### config.mk
export PLATFORM = sky130hd
export DESIGN_NAME = adc_cfg_regs
export DESIGN_NICKNAME = d
export VERILOG_FILES = /design/src/core/adc_cfg_pkg.sv /design/src/core/adc_cfg_regs.sv
export SDC_FILE = /design/constraint.sdc
export NUM_CORES = 1
export LEC_CHECK = 0
export BUFFER_PORTS_ARGS = -buffer_cell sky130_fd_sc_hd__buf_4
export CORE_MARGIN = 2
export CORE_UTILIZATION = 56
export CTS_CLUSTER_DIAMETER = 50
export DETAILED_ROUTE_END_ITERATION = 8
export PLACE_DENSITY = 0.79
export SYNTH_ARGS = -nofsm -noshare
export SYNTH_HDL_FRONTEND = slang
export SYNTH_SLANG_ARGS = --single-unit
### constraint.sdc
create_clock -name clk_in -period 2.9 [get_ports clk_in]
set_input_delay 0.58 -clock clk_in [delete_from_list [all_inputs] [get_ports clk_in]]
set_output_delay 0.58 -clock clk_in [all_outputs]
set_load 0.03 [all_outputs]
### src/core/adc_cfg_pkg.sv
// Purpose: Shared constants for the serial configuration register bank.
// Assumes: Core clock of 250 MHz; registers are 11 bits wide behind a 5-bit address.
// Notes:   Masks mark the bits that carry a function; all other bits hold zero.
package adc_cfg_pkg;

  // Frame layout: the address is shifted first, then the data.
  localparam int FRAME_BITS = 16;
  localparam int ADDR_BITS  = 5;
  localparam int DATA_BITS  = 11;
  localparam int NUM_REGS   = 8;
  localparam int SLOT_BITS  = 3;

  // Register addresses.
  localparam logic [4:0] ADDR_RESET_POWER  = 5'h00;
  localparam logic [4:0] ADDR_CLKIN_GAIN   = 5'h04;
  localparam logic [4:0] ADDR_FORMAT_TEST  = 5'h0A;
  localparam logic [4:0] ADDR_USER_LOW     = 5'h0B;
  localparam logic [4:0] ADDR_GAIN_USER_TOP = 5'h0C;
  localparam logic [4:0] ADDR_SERIAL_MODE  = 5'h0D;
  localparam logic [4:0] ADDR_CLK_DRIVE    = 5'h10;
  localparam logic [4:0] ADDR_DATA_DRIVE   = 5'h11;

  // Storage slots, one per implemented register.
  localparam logic [2:0] SLOT_RESET_POWER   = 3'h0;
  localparam logic [2:0] SLOT_CLKIN_GAIN    = 3'h1;
  localparam logic [2:0] SLOT_FORMAT_TEST   = 3'h2;
  localparam logic [2:0] SLOT_USER_LOW      = 3'h3;
  localparam logic [2:0] SLOT_GAIN_USER_TOP = 3'h4;
  localparam logic [2:0] SLOT_SERIAL_MODE   = 3'h5;
  localparam logic [2:0] SLOT_CLK_DRIVE     = 3'h6;
  localparam logic [2:0] SLOT_DATA_DRIVE    = 3'h7;

  // Functional bit masks per register.
  localparam logic [10:0] MASK_RESET_POWER   = 11'h42D;
  localparam logic [10:0] MASK_CLKIN_GAIN    = 11'h07C;
  localparam logic [10:0] MASK_FORMAT_TEST   = 11'h2E0;
  localparam logic [10:0] MASK_USER_LOW      = 11'h7FF;
  localparam logic [10:0] MASK_GAIN_USER_TOP = 11'h701;
  localparam logic [10:0] MASK_SERIAL_MODE   = 11'h4F7;
  localparam logic [10:0] MASK_CLK_DRIVE     = 11'h7FF;
  localparam logic [10:0] MASK_DATA_DRIVE    = 11'h41F;
  localparam logic [10:0] MASK_STRAP_MODES   = 11'h0F7;

  // Reset value of every register.
  localparam logic [10:0] REG_RESET_VALUE = 11'h000;

  // Field positions.
  localparam int SOFT_RESET_BIT  = 10;
  localparam int PIN_OVERRIDE_BIT = 10;
  localparam int GLOBAL_PDN_BIT  = 0;

  // Timing.
  localparam int  CLK_PERIOD_NS    = 4;
  localparam int  APPLY_DELAY_NS   = 100;
  localparam int  APPLY_CYCLES     = (APPLY_DELAY_NS + CLK_PERIOD_NS - 1) / CLK_PERIOD_NS;
  localparam real OUTPUT_STABLE_MS = 6.5;
  localparam int  STABLE_CYCLES    = int'(OUTPUT_STABLE_MS * 1.0e6 / CLK_PERIOD_NS);
  localparam logic [4:0] APPLY_LOAD = 5'(APPLY_CYCLES - 1);

endpackage

### src/core/adc_cfg_regs.sv
// Purpose: Serial-written configuration register bank of a dual-channel converter.
// Assumes: Serial clock, strobe, data, reset and strap pins are asynchronous to clk_in and
//          the serial clock is far slower than clk_in (80 ns period in the bench).
// Notes:   Strap levels use the bit layout of the serializer mode register.
// Contract
// - New register value takes effect no sooner than 100 ns after 16th falling edge.
// - Output data counts as stable 6.5 ms after power up.
// - All fields of one register are updated together by one frame.
// - Address 00 holds soft reset, reference, channel B, channel A, global power down.
// - Address 0A holds number format at D9 and test select at D7 to D5.
// - User word low eleven bits at 0B, top bit at 0C bit D0.
// - Address 0C holds step gain in D10 to D8, zeros in D7 to D1.
// - Address 0D holds pin override and the serializer mode bits.
// - Address 10 holds clock termination, drive level and drive boost.
// - Address 11 holds word-wise control on top, data termination in low bits.
// - Frame is 5 address bits first, then 11 data bits.
// - Data sampled on falling serial clock while strobe low; commit every 16th.
// - Strapped modes follow the register only when pin override is high.
// - Soft reset bit returns all registers to defaults and reads back zero.
`timescale 1ns/10ps
module adc_cfg_regs #(
  parameter int unsigned STABLE_CYCLES_P = adc_cfg_pkg::STABLE_CYCLES
) (
  // Clock and reset.
  input  wire logic        clk_in,
  input  wire logic        resetn_in,
  // Serial write port pins.
  input  wire logic        serial_write_strobe_n_in,
  input  wire logic        serial_clock_in,
  input  wire logic        serial_write_line_in,
  input  wire logic        hw_reset_in,
  // Configuration pins.
  input  wire logic        power_down_pin_in,
  input  wire logic [10:0] strap_mode_in,
  // Register contents.
  output logic      [10:0] reset_and_power_control_out,
  output logic      [10:0] clock_input_buffer_gain_out,
  output logic      [10:0] output_format_and_test_select_out,
  output logic      [10:0] user_word_low_bits_out,
  output logic      [10:0] step_gain_and_user_word_top_out,
  output logic      [10:0] serializer_mode_control_out,
  output logic      [10:0] clock_output_drive_control_out,
  output logic      [10:0] data_output_drive_control_out,
  // Effective controls and status.
  output logic      [10:0] serializer_mode_eff_out,
  output logic             global_power_down_out,
  output logic             write_pending_out,
  output logic             output_stable_out
);
  import adc_cfg_pkg::*;

  // Maps an address to {implemented, slot}.
  function automatic logic [3:0] slot_of(input logic [4:0] addr);
    logic [3:0] res;
    res = 4'h0;
    unique case (addr)
      ADDR_RESET_POWER:   res = {1'b1, SLOT_RESET_POWER};
      ADDR_CLKIN_GAIN:    res = {1'b1, SLOT_CLKIN_GAIN};
      ADDR_FORMAT_TEST:   res = {1'b1, SLOT_FORMAT_TEST};
      ADDR_USER_LOW:      res = {1'b1, SLOT_USER_LOW};
      ADDR_GAIN_USER_TOP: res = {1'b1, SLOT_GAIN_USER_TOP};
      ADDR_SERIAL_MODE:   res = {1'b1, SLOT_SERIAL_MODE};
      ADDR_CLK_DRIVE:     res = {1'b1, SLOT_CLK_DRIVE};
      ADDR_DATA_DRIVE:    res = {1'b1, SLOT_DATA_DRIVE};
      default:            res = 4'h0;
    endcase
    return res;
  endfunction

  // Functional bit mask of a slot.
  function automatic logic [10:0] mask_of(input logic [2:0] slot);
    logic [10:0] m;
    m = 11'h000;
    unique case (slot)
      SLOT_RESET_POWER:   m = MASK_RESET_POWER;
      SLOT_CLKIN_GAIN:    m = MASK_CLKIN_GAIN;
      SLOT_FORMAT_TEST:   m = MASK_FORMAT_TEST;
      SLOT_USER_LOW:      m = MASK_USER_LOW;
      SLOT_GAIN_USER_TOP: m = MASK_GAIN_USER_TOP;
      SLOT_SERIAL_MODE:   m = MASK_SERIAL_MODE;
      SLOT_CLK_DRIVE:     m = MASK_CLK_DRIVE;
      SLOT_DATA_DRIVE:    m = MASK_DATA_DRIVE;
    endcase
    return m;
  endfunction

  // Pin synchronisers: {strobe_n, sclk, serial_write_line, hw reset, power down} plus straps.
  logic [4:0]  pin_s1_ff, pin_s2_ff, nxt_pin_s1, nxt_pin_s2;
  logic [10:0] strap_s1_ff, strap_s2_ff, nxt_strap_s1, nxt_strap_s2;
  logic        sclk_prev_ff, nxt_sclk_prev;
  logic        strobe_n_s, sclk_s, serial_write_line_s, hw_rst_s, pdn_pin_s, sclk_fall;

  always_comb begin
    nxt_pin_s1    = {serial_write_strobe_n_in, serial_clock_in, serial_write_line_in,
                     hw_reset_in, power_down_pin_in};
    nxt_pin_s2    = pin_s1_ff;
    nxt_strap_s1  = strap_mode_in;
    nxt_strap_s2  = strap_s1_ff;
    nxt_sclk_prev = sclk_s;
  end

  always_ff @(posedge clk_in) begin
    pin_s1_ff    <= nxt_pin_s1;
    pin_s2_ff    <= nxt_pin_s2;
    strap_s1_ff  <= nxt_strap_s1;
    strap_s2_ff  <= nxt_strap_s2;
    sclk_prev_ff <= nxt_sclk_prev;
  end

  assign {strobe_n_s, sclk_s, serial_write_line_s, hw_rst_s, pdn_pin_s} = pin_s2_ff;
  assign sclk_fall = sclk_prev_ff & ~sclk_s;

  // Frame shifter and delayed apply. Excess bits short of a full frame are dropped
  // when the strobe rises, because the bit counter restarts.
  logic [15:0] shift_ff, nxt_shift;
  logic [3:0]  bit_cnt_ff, nxt_bit_cnt;
  logic        pend_ff, nxt_pend;
  logic [15:0] pend_frame_ff, nxt_pend_frame;
  logic [4:0]  apply_cnt_ff, nxt_apply_cnt;
  logic        commit, apply_now, any_reset;

  assign any_reset = ~resetn_in | hw_rst_s;
  assign commit    = ~strobe_n_s & sclk_fall & (bit_cnt_ff == 4'hF);
  assign apply_now = pend_ff & (apply_cnt_ff == 5'h00);

  always_comb begin
    nxt_shift      = shift_ff;
    nxt_bit_cnt    = bit_cnt_ff;
    nxt_pend       = pend_ff;
    nxt_pend_frame = pend_frame_ff;
    nxt_apply_cnt  = apply_cnt_ff;
    if (strobe_n_s) begin
      nxt_bit_cnt = 4'h0;
    end else if (sclk_fall) begin
      nxt_shift   = {shift_ff[14:0], serial_write_line_s};
      nxt_bit_cnt = bit_cnt_ff + 4'h1;
    end
    // A frame holds its write back for the settle time before anything sees it.
    if (commit) begin
      nxt_pend       = 1'b1;
      nxt_pend_frame = {shift_ff[14:0], serial_write_line_s};
      nxt_apply_cnt  = APPLY_LOAD;
    end else if (apply_now) begin
      nxt_pend = 1'b0;
    end else if (pend_ff) begin
      nxt_apply_cnt = apply_cnt_ff - 5'h01;
    end
    if (any_reset) begin
      nxt_bit_cnt = 4'h0;
      nxt_pend    = 1'b0;
    end
  end

  always_ff @(posedge clk_in) begin
    shift_ff      <= nxt_shift;
    bit_cnt_ff    <= nxt_bit_cnt;
    pend_ff       <= nxt_pend;
    pend_frame_ff <= nxt_pend_frame;
    apply_cnt_ff  <= nxt_apply_cnt;
  end

  // Register file and effective controls.
  logic [NUM_REGS-1:0][10:0] regs_ff, nxt_regs;
  logic [10:0] eff_mode_ff, nxt_eff_mode;
  logic        gpdn_ff, nxt_gpdn;
  logic [4:0]  pend_addr;
  logic [10:0] pend_data;
  logic [3:0]  pend_slot;

  assign pend_addr = pend_frame_ff[15:11];
  assign pend_data = pend_frame_ff[10:0];
  assign pend_slot = slot_of(pend_addr);

  always_comb begin
    nxt_regs = regs_ff;
    if (apply_now && pend_slot[3]) begin
      if (pend_slot[2:0] == SLOT_RESET_POWER && pend_data[SOFT_RESET_BIT]) begin
        nxt_regs = {NUM_REGS{REG_RESET_VALUE}};
      end else begin
        // Whole word at once; non-functional bits are forced to zero.
        nxt_regs[pend_slot[2:0]] = pend_data & mask_of(pend_slot[2:0]);
      end
    end
    if (any_reset) begin
      nxt_regs = {NUM_REGS{REG_RESET_VALUE}};
    end
    // Straps rule the modes unless the override bit hands them to the register.
    nxt_eff_mode = regs_ff[SLOT_SERIAL_MODE][PIN_OVERRIDE_BIT]
                   ? (regs_ff[SLOT_SERIAL_MODE] & MASK_STRAP_MODES)
                   : (strap_s2_ff & MASK_STRAP_MODES);
    nxt_gpdn = pdn_pin_s | regs_ff[SLOT_RESET_POWER][GLOBAL_PDN_BIT];
  end

  always_ff @(posedge clk_in) begin
    regs_ff     <= nxt_regs;
    eff_mode_ff <= nxt_eff_mode;
    gpdn_ff     <= nxt_gpdn;
  end

  // Power-up settle counter; only the core reset restarts it.
  logic [31:0] stable_cnt_ff, nxt_stable_cnt;
  logic        stable_ff, nxt_stable;

  always_comb begin
    nxt_stable_cnt = stable_cnt_ff;
    nxt_stable     = stable_ff;
    if (stable_cnt_ff != 32'(STABLE_CYCLES_P)) begin
      nxt_stable_cnt = stable_cnt_ff + 32'h1;
    end else begin
      nxt_stable = 1'b1;
    end
    if (!resetn_in) begin
      nxt_stable_cnt = 32'h0;
      nxt_stable     = 1'b0;
    end
  end

  always_ff @(posedge clk_in) begin
    stable_cnt_ff <= nxt_stable_cnt;
    stable_ff     <= nxt_stable;
  end

  // Output map.
  assign reset_and_power_control_out       = regs_ff[SLOT_RESET_POWER];
  assign clock_input_buffer_gain_out       = regs_ff[SLOT_CLKIN_GAIN];
  assign output_format_and_test_select_out = regs_ff[SLOT_FORMAT_TEST];
  assign user_word_low_bits_out            = regs_ff[SLOT_USER_LOW];
  assign step_gain_and_user_word_top_out   = regs_ff[SLOT_GAIN_USER_TOP];
  assign serializer_mode_control_out       = regs_ff[SLOT_SERIAL_MODE];
  assign clock_output_drive_control_out    = regs_ff[SLOT_CLK_DRIVE];
  assign data_output_drive_control_out     = regs_ff[SLOT_DATA_DRIVE];
  assign serializer_mode_eff_out           = eff_mode_ff;
  assign global_power_down_out             = gpdn_ff;
  assign write_pending_out                 = pend_ff;
  assign output_stable_out                 = stable_ff;

  // Checks.
  logic regs_clean;
  always_comb begin
    regs_clean = 1'b1;
    for (int i = 0; i < NUM_REGS; i++) begin
      if ((regs_ff[i] & ~mask_of(3'(i))) != 11'h000) regs_clean = 1'b0;
    end
  end
endmodule // adc_cfg_regs

# Word level (Yosys, flattened, before mapping)

Memory sizes are Yosys's and may differ from the RTL's. A register that Yosys moved wholly into a read port is not among the register bits.
Index checks and enable logic that the tools add are counted.
W data, S select, Z words.

Register bits after elaboration: 198
Bits of input ports: 18
Memory bits (read-only): 216
Word-level logic and storage cells: 61
Output and inout bits: 102
Memories kept: 2

Magnitude comparators: 2
Reduce and logical (&&, ||, !) cells: 9
Bitwise logic cells: 11
$add $sub $neg: 3
Muxes and demuxes: 10
Equality and inequality tests: 2

Memories:

| memory           | depth | bits a word | read ports | clocked after memory_dff | wr ports | line               | source |
|---|---|---|---|---|---|---|---|
| (name not given) | 32    | 4           | 1          | 1                        | 0        | adc_cfg_regs.sv:56 | `unique case (addr)` |
| (name not given) | 8     | 11          | 1          | 0                        | 0        | adc_cfg_regs.sv:74 | `unique case (slot)` |

Operators with widths:

| kind                    | number |
|---|---|
| $bwmux W88              | 1 |
| $mux W88                | 1 |
| $demux W11 S3           | 1 |
| $mux W11                | 3 |
| $add A32 B1 Y32 const B | 1 |
| $ne A32 B21 Y1 const B  | 1 |
| $and A11 B11 Y11        | 1 |
| $mux W8                 | 1 |
| $logic_not A5 Y1        | 1 |
| $mux W5                 | 1 |
| $sub A5 B1 Y5 const B   | 1 |
| $add A4 B1 Y4 const B   | 1 |
| $and A1 B1 Y1           | 4 |
| $eq A4 B4 Y1 const B    | 1 |
| $lt A3 B4 Y1 const B    | 1 |
| $not A1 Y1              | 4 |
| $reduce_and A2 Y1       | 2 |
| $ge A3 B1 Y1 const B    | 1 |
| $logic_and A1 B1 Y1     | 3 |
| $logic_not A3 Y1        | 1 |
| $mux W1                 | 2 |
| $or A1 B1 Y1            | 2 |
| $reduce_bool A2 Y1      | 1 |
| $reduce_or A2 Y1        | 1 |

# Depth between registers and ports, before layout

Gate-level depths: netlist of the first run.

Depth after elaboration: 7
Gate-level depth with buffers: 9
Depth with buffers taken out: 9

# Least setup slack after synthesis of the first run

Ideal clock, no wire load.

Kind: reg-to-reg
From: reg pin_s2_ff[4]
To: reg pend_slot[3] (netlist name)
Period minus slack after synthesis: 2.605 ns
Path slack: 0.295 ns
Required time: 2.769 ns
Arrival: 2.474 ns
Path buffers: 0
Setup time: 0.131 ns
Stages on the path, launching flop included: 10
Cells stage by stage: dfxtp_1 -> or3b_1 -> inv_1 -> nand2_2 -> inv_2 -> mux2i_1 -> inv_1 -> ha_1 -> a21boi_0 -> o21ai_0

Cells in the longest elaborated chain, start to end: 4

Ends and longest elaborated chain:

| what                        | line                | source |
|---|---|---|
| from (decl)                 | adc_cfg_regs.sv:88  | `logic [4:0] pin_s1_ff, pin_s2_ff, nxt_pin_s1, nxt_pin_s2;` |
| from (signal assigned)      | adc_cfg_regs.sv:104 | `pin_s2_ff <= nxt_pin_s2;` |
| $not A1 Y1 (no line)        | -                   |  |
| $and A1 B1 Y1 (2 in series) | adc_cfg_regs.sv:123 | `assign commit = ~strobe_n_s & sclk_fall & (bit_cnt_ff == 4'hF);` |
| net commit                  | adc_cfg_regs.sv:120 | `logic commit, apply_now, any_reset;` |
| $mux W5 (no line)           | -                   |  |

The timed path passes the listed nets, and every way through them passes these cells.
A chain may end at the register's enable or synchronous reset.

# Worst setup path after layout of the first run

From: reg bit_cnt_ff[0]
To: reg pend_slot[3] (netlist name)

Cells in the longest elaborated chain, start to end: 3

Ends and longest elaborated chain:

| what                   | line                | source |
|---|---|---|
| from (decl)            | adc_cfg_regs.sv:116 | `logic [3:0] bit_cnt_ff, nxt_bit_cnt;` |
| from (signal assigned) | adc_cfg_regs.sv:156 | `bit_cnt_ff <= nxt_bit_cnt;` |
| $eq A4 B4 Y1           | adc_cfg_regs.sv:123 |  |
| $and A1 B1 Y1          | adc_cfg_regs.sv:123 |  |
| net commit             | adc_cfg_regs.sv:120 |  |
| $mux W5 (no line)      | -                   |  |

The timed path passes the listed nets, and every way through them passes these cells.

==> results of run 1 <==
==> state kept, by name (all words and copies together), names as in the netlist, 11 cells and up <==
| register | count |
|---|---|
| data_output_drive_control_out | 11 |
| clock_input_buffer_gain_out | 11 |
| stable_cnt_ff | 32 |
| pend_frame_ff | 16 |
| user_word_low_bits_out | 11 |
| step_gain_and_user_word_top_out | 11 |
| reset_and_power_control_out | 11 |
| serializer_mode_control_out | 11 |
| shift_ff | 15 |
| clock_output_drive_control_out | 11 |
| output_format_and_test_select_out | 11 |
==> path summary, 6_finish.rpt <==
path	startpoint	depth (start not counted)	slack (ns)	end
hold reg to reg	nxt_strap_s2[7]$_DFF_P_	0	0.33	strap_s2_ff[7]$_DFF_P_
hold / removal	strap_mode_in[1]	1	0.24	nxt_strap_s2[1]$_DFF_P_
setup reg to reg	bit_cnt_ff[0]$_SDFFE_PP0N_	9	0.59	pend_slot[3]$_DFF_P_
setup / recovery	bit_cnt_ff[0]$_SDFFE_PP0N_	9	0.59	pend_slot[3]$_DFF_P_
==> metal layers <==
layer	part of all wire, %	wire length (µm)	vias up
met5	0	0	-
met4	2.0	350	0
met3	5.8	997	34
met2	50	8530	218
met1	43	7310	2836
li1	-	-	2862
==> critical path: cells and delay by family (launching register included) <==
| family | cells | cell delay [ns] |
|---|---|---|
| multiplexers | 1 | 0.35 |
| adder cells (fa/ha/maj) | 2 | 0.49 |
| flip-flops | 1 | 0.38 |
| AND/OR/NAND/NOR | 2 | 0.41 |
| buffers and inverters | 2 | 0.30 |
| AO/OA/AOI/OAI | 2 | 0.31 |
==> cells in the final DEF (no fill, tap or decap), types with 15 or more instances in the layout <==
master	n
nand2_1	70
o21ai_0	16
o2bb2ai_1	20
a21oi_1	67
edfxtp_1	31
and3_1	18
clkbuf_16	17
nor2_1	22
dfxtp_1	168
inv_1	15
buf_4	128
nand3_1	53
xor2_1	16
==> area by class of cell <==
class / instances / area [µm²]
fill: 1005 / 4080
clock buffer: 17 / 425
inverter: 16 / 60.1
timing repair buffer: 128 / 961
sequential: 199 / 4290
clock inverter: 15 / 189
tap: 176 / 220
multi-input combinational: 473 / 3010
==> cells by family (layout without fill, tap and decap cells) <==
family | after synthesis | after routing | synth area share [%]
multiplexers | 13 | 13 | 1.87
adder cells (fa/ha/maj) | 11 | 11 | 1.82
flip-flops | 199 | 199 | 56.7
other | 1 | 4 | 0.0495
XOR/XNOR | 18 | 18 | 2.08
AND/OR/NAND/NOR | 269 | 269 | 19.8
buffers and inverters | 60 | 176 | 3.73
AO/OA/AOI/OAI | 158 | 158 | 13.9
==> power by group <==
| part | internal (mW) | switching (mW) |
|---|---|---|
| logic | 0.0402 | 0.0747 |
| registers | 2.83 | 0.0160 |
| clock network | 1.18 | 1.19 |
==> reports/results.ini, run 1 <==
[critical_path]
slowest_delay_ns = 0.38
arrival_ns = 2.66
cp_cell_sequence = ha_1 -> and3_1 -> nand2_2 -> inv_2 -> mux2i_1 -> inv_1 -> ha_1 -> a21boi_0 -> o21ai_0
crit_type = reg -> reg
start_kind = flop
slowest_stage = dfxtp_1
cp_max_fo = 12
cpMostUsedCell = ha_1
worstPathRequired_ns = 3.25
crit_path_end_kind = flop

[floorplanning]
core_um2 = 13200
io_pins = 120
fp-row-count = 42
die_area_um2 = 14500
chipWidth_um = 120
die_y_um = 120
start_util_pct = 57.2

[placed_design]
dpl_cell_area_um2 = 8540
io_buffers = 111
place_ws_ns = 0.622
placed_cells = 992
place_congestion = 0.924
dp_hpwl_um = 11900

[global_route]
track_usage_pct = 23.8
grt_overflow = 0
met3_usage_pct = 4.43
top_usage_layer = met2
grt_pass1_wl_um = 27600
antenna_found_initial = 0
first_global_vias = 5596
use_met2_pct = 41.0
gr-usage-met1_pct = 29.8
grt_max_degree = 46

[yosys]
synthCells = 729
synth_area_per_cell_um2 = 10.4
synth-edff-count = 31
ys_seq_elements = 199
ys_seq_area_share_pct = 56.7
yosys.area.top_type = dfxtp_1
ys_top_cells_by_area = dfxtp_1 44%, edfxtp_1 12%, a21oi_1 4.4%, nand3_1 3.5%, nand2_1 3.5%
ys.flop_type = dfxtp_1
ys_top_cells_by_count = 168 x dfxtp_1, 70 x nand2_1, 67 x a21oi_1
ys_types = 66
ys_warn_count = 0
yosysMostFrequentCell = dfxtp_1
netlist.area_leader.share_pct = 44.4
synthArstFlopShare_pct = 0
syn_area_um2 = 7570

[clock_network]
htreeDepth = 4
cts-root-buf = clkbuf_16
ctsResizeCount = 0
cts.path.max_buffers = 2
post-cts-setup-buffers = 0
cts_tree = yes
tritoncts.num_buffers = 17
ctsHoldBuffers = 0
clock_sinks = 199
clock_latency_ns = 0.44
clkTransAtPathRegs_ns = 0.08

[cells_and_area]
area_growth_pct = 21.0
utilization_pct = 69.2
post_route_cells_drive_above_1_share_pct = 21.9
n_antenna_cell = 0
fin_nets = 864
final_cell_area_um2 = 9160
fin_cells = 1024

[route]
vias_per_cell = 5.81
wire_per_inst_um = 16.8
initialDrtViolationCount = 494
routed_wirelength_um = 17200
vias = 5950
first_pass_iters = 5
drt.antenna.violating_nets = 0
drc = 0

[timing]
hold_viol_final = 0
rsz0062_at_grt = no
slew_viol_final = 0
setup_violations = 0
finalCritPeriodShare_pct = 79.5
whs_ns = 0.236
tns_ns = 0
clock-skew-final_ns = 0.00946
setup_slack_ns = 0.594
max_freq_mhz = 434
worst_slew_pin_slew_ns = 0.792
min_period_ns = 2.31
slew_headroom_pct = 47.1

[power_and_ir_drop]
power_density_nw_per_um2 = 582
leakage_nw = 3.52
peakVddDrop_uv = 413
totalPowerFinal_mw = 5.33

[status]
status = finished, final reports clean

[min_path]
min_path_type = in -> reg

[flow_run]
cap_violations = 0

(Power assumes the default switching activity.)
==> inputs of run 2 (changes only) <==
==> constraint.sdc (replaced) <==
create_clock -name clk_in -period 2.35 [get_ports clk_in]
set_input_delay 0.47 -clock clk_in [delete_from_list [all_inputs] [get_ports clk_in]]
set_output_delay 0.47 -clock clk_in [all_outputs]
set_load 0.03 [all_outputs]
==> run 2 against run 1 <==
Maximum frequency grew 8.0%. Clock power grew 24%. Die area is the same. Setup slack lost 0.38 ns. Flip-flop and latch count is the same. Via count grew 0.72%. Worst hold slack lost 0.10 ns. Highest routed layer unchanged.
==> reports/results.ini, run 2 (synthesis gave the netlist of run 1 again) <==
[status]
status = finished, final reports clean

[timing]
min_period_ns = 2.14  ; -0.170 ns
rsz0062_at_grt = no
max_freq_mhz = 468  ; +8.0%
setup_violations = 0  ; unchanged
finalCritPeriodShare_pct = 90.9  ; +11 points
tns_ns = 0  ; unchanged
hold_viol_final = 0  ; unchanged
whs_ns = 0.134  ; -0.103 ns
slew_headroom_pct = 51.6  ; +4.5 points
worst_slew_pin_slew_ns = 0.724  ; -0.0674 ns
clock-skew-final_ns = 0.00927  ; -0.000182 ns
slew_viol_final = 0  ; unchanged
setup_slack_ns = 0.214  ; -0.380 ns

[floorplanning]
fp-row-count = 42  ; unchanged
start_util_pct = 57.2  ; unchanged
chipWidth_um = 120  ; unchanged
die_y_um = 120  ; unchanged
die_area_um2 = 14500  ; unchanged
core_um2 = 13200  ; unchanged
io_pins = 120  ; unchanged

[cells_and_area]
final_cell_area_um2 = 9220  ; +0.68%
reg_top3 = stable_cnt_ff (32), pend_frame_ff (16), shift_ff (15)
final_common_cell = dfxtp_1
n_antenna_cell = 0  ; unchanged
final_cell_mix = 168 x dfxtp_1, 136 x buf_4, 70 x nand2_1, 67 x a21oi_1, 53 x nand3_1
area_growth_pct = 21.8
fillers = 987  ; -1.8%
fin_nets = 872  ; +0.93%
largest_reg_flops = 32  ; unchanged
regMostFlops = stable_cnt_ff
fin_cells = 1032  ; +0.78%
utilization_pct = 69.6  ; +0.47 points
post_route_cells_drive_above_1_share_pct = 23.0  ; +1.1 points

[critical_path]
cp_max_fo = 10  ; -2
crit_type = reg -> reg
start_kind = flop
crit_path_end_kind = flop
arrival_ns = 2.44  ; -0.22 ns
worstPathRequired_ns = 2.65  ; -0.60 ns

[route]
wire_per_inst_um = 16.9  ; +0.43%
first_pass_iters = 5  ; unchanged
initialDrtViolationCount = 545  ; +10%
drt.antenna.violating_nets = 0  ; unchanged
routed_wirelength_um = 17400  ; +1.2%
drc = 0  ; unchanged
vias = 5993  ; +0.72%
vias_per_cell = 5.81  ; about the same

[global_route]
grt_max_degree = 39  ; -15%
antenna_found_initial = 0  ; unchanged
track_usage_pct = 24.5  ; +0.65 points
grt_pass1_wl_um = 28400  ; +2.9%
grt_overflow = 0  ; unchanged
first_global_vias = 5638  ; +0.75%

[clock_network]
clkTransAtPathRegs_ns = 0.07  ; about the same
cts-root-buf = clkbuf_16
clock_sinks = 199  ; unchanged
cts_tree = yes
cts.path.max_buffers = 2  ; unchanged
clock_latency_ns = 0.44  ; about the same
post-cts-setup-buffers = 0  ; unchanged
tritoncts.num_buffers = 17  ; unchanged
htreeDepth = 4  ; unchanged

[placed_design]
io_buffers = 111  ; unchanged
place_ws_ns = 0.152  ; -0.470 ns
placed_cells = 1000  ; +0.81%
dpl_cell_area_um2 = 8610  ; +0.75%
dp_hpwl_um = 11900  ; -0.55%
place_congestion = 0.907  ; -1.9%

[power_and_ir_drop]
power_density_nw_per_um2 = 715  ; +23%
peakVddDrop_uv = 397  ; -3.9%
leakage_nw = 3.56  ; +1.1%
totalPowerFinal_mw = 6.59  ; +24%

[min_path]
min_path_type = in -> reg

[flow_run]
cap_violations = 0  ; unchanged

[run 2: cell count changes in the layout (fill, tap and decap cells not counted), moves of 2 or more]
| cell | previous run | this run |
|---|---|---|
| clkinv_4 | 0 | 2 |
| clkbuf_8 | 0 | 2 |
| clkinv_8 | 5 | 0 |
| buf_4 | 128 | 136 |
| inv_8 | 5 | 3 |
| inv_4 | 0 | 2 |
[run 2: final timing paths]
| check | from | to | slack, ns | cells past startpoint |
|---|---|---|---|---|
| setup / recovery | pin_s2_ff[4]$_DFF_P_ | pend_slot[3]$_DFF_P_ | 0.21 | 9 |
| hold / removal | strap_mode_in[2] | nxt_strap_s2[2]$_DFF_P_ | 0.13 | 1 |
| setup reg to reg | pin_s2_ff[4]$_DFF_P_ | pend_slot[3]$_DFF_P_ | 0.21 | 9 |
| hold reg to reg | nxt_pin_s2[4]$_DFF_P_ | pin_s2_ff[4]$_DFF_P_ | 0.33 | 0 |
[run 2: where the power goes]
part	internal, mW	switching (mW)	leakage (nW)
combinational	0.0511	0.0930	1.61
clock	1.62	1.32	0.303
sequential	3.49	0.0199	1.65
total	5.16	1.43	3.56
[run 2: worst max-delay path: stages, from the launching register on]
cell and delay [ns]:
dfxtp_1 0.35, or3b_4 0.42, clkinvlp_4 0.09, nand2_2 0.11, inv_4 0.15, mux2i_2 0.28
inv_1 0.07, ha_1 0.27, a21boi_0 0.17, o21ai_0 0.10
[run 2: final cells by class]
cell class | instances | area [µm²] | share of cell area (%)
flip-flops and latches | 199 | 4290 | 46.6
repair buffers | 136 | 1020 | 11.1
clock buffers | 20 | 478 | 5.18
well taps | 176 | 220 | 2.39
clock inverters | 12 | 128 | 1.38
inverters | 16 | 66.3 | 0.719
multi-input cells | 473 | 3010 | 32.7
[run 2: routing by layer]
layer / up-vias / global-route usage [%] / wire length [µm]
li1: 2874 / - / -
met1: 2863 / 31.5 / 7460
met2: 218 / 40.6 / 8470
met3: 38 / 5.61 / 1090
met4: 0 / 8.58 / 369
met5: - / 0 / 0
[run 2: what timing repair did]
item                       in CTS  in global routing
hold buffers                    0                  0
resized for setup               0                  3
setup endpoints to repair       0                  1
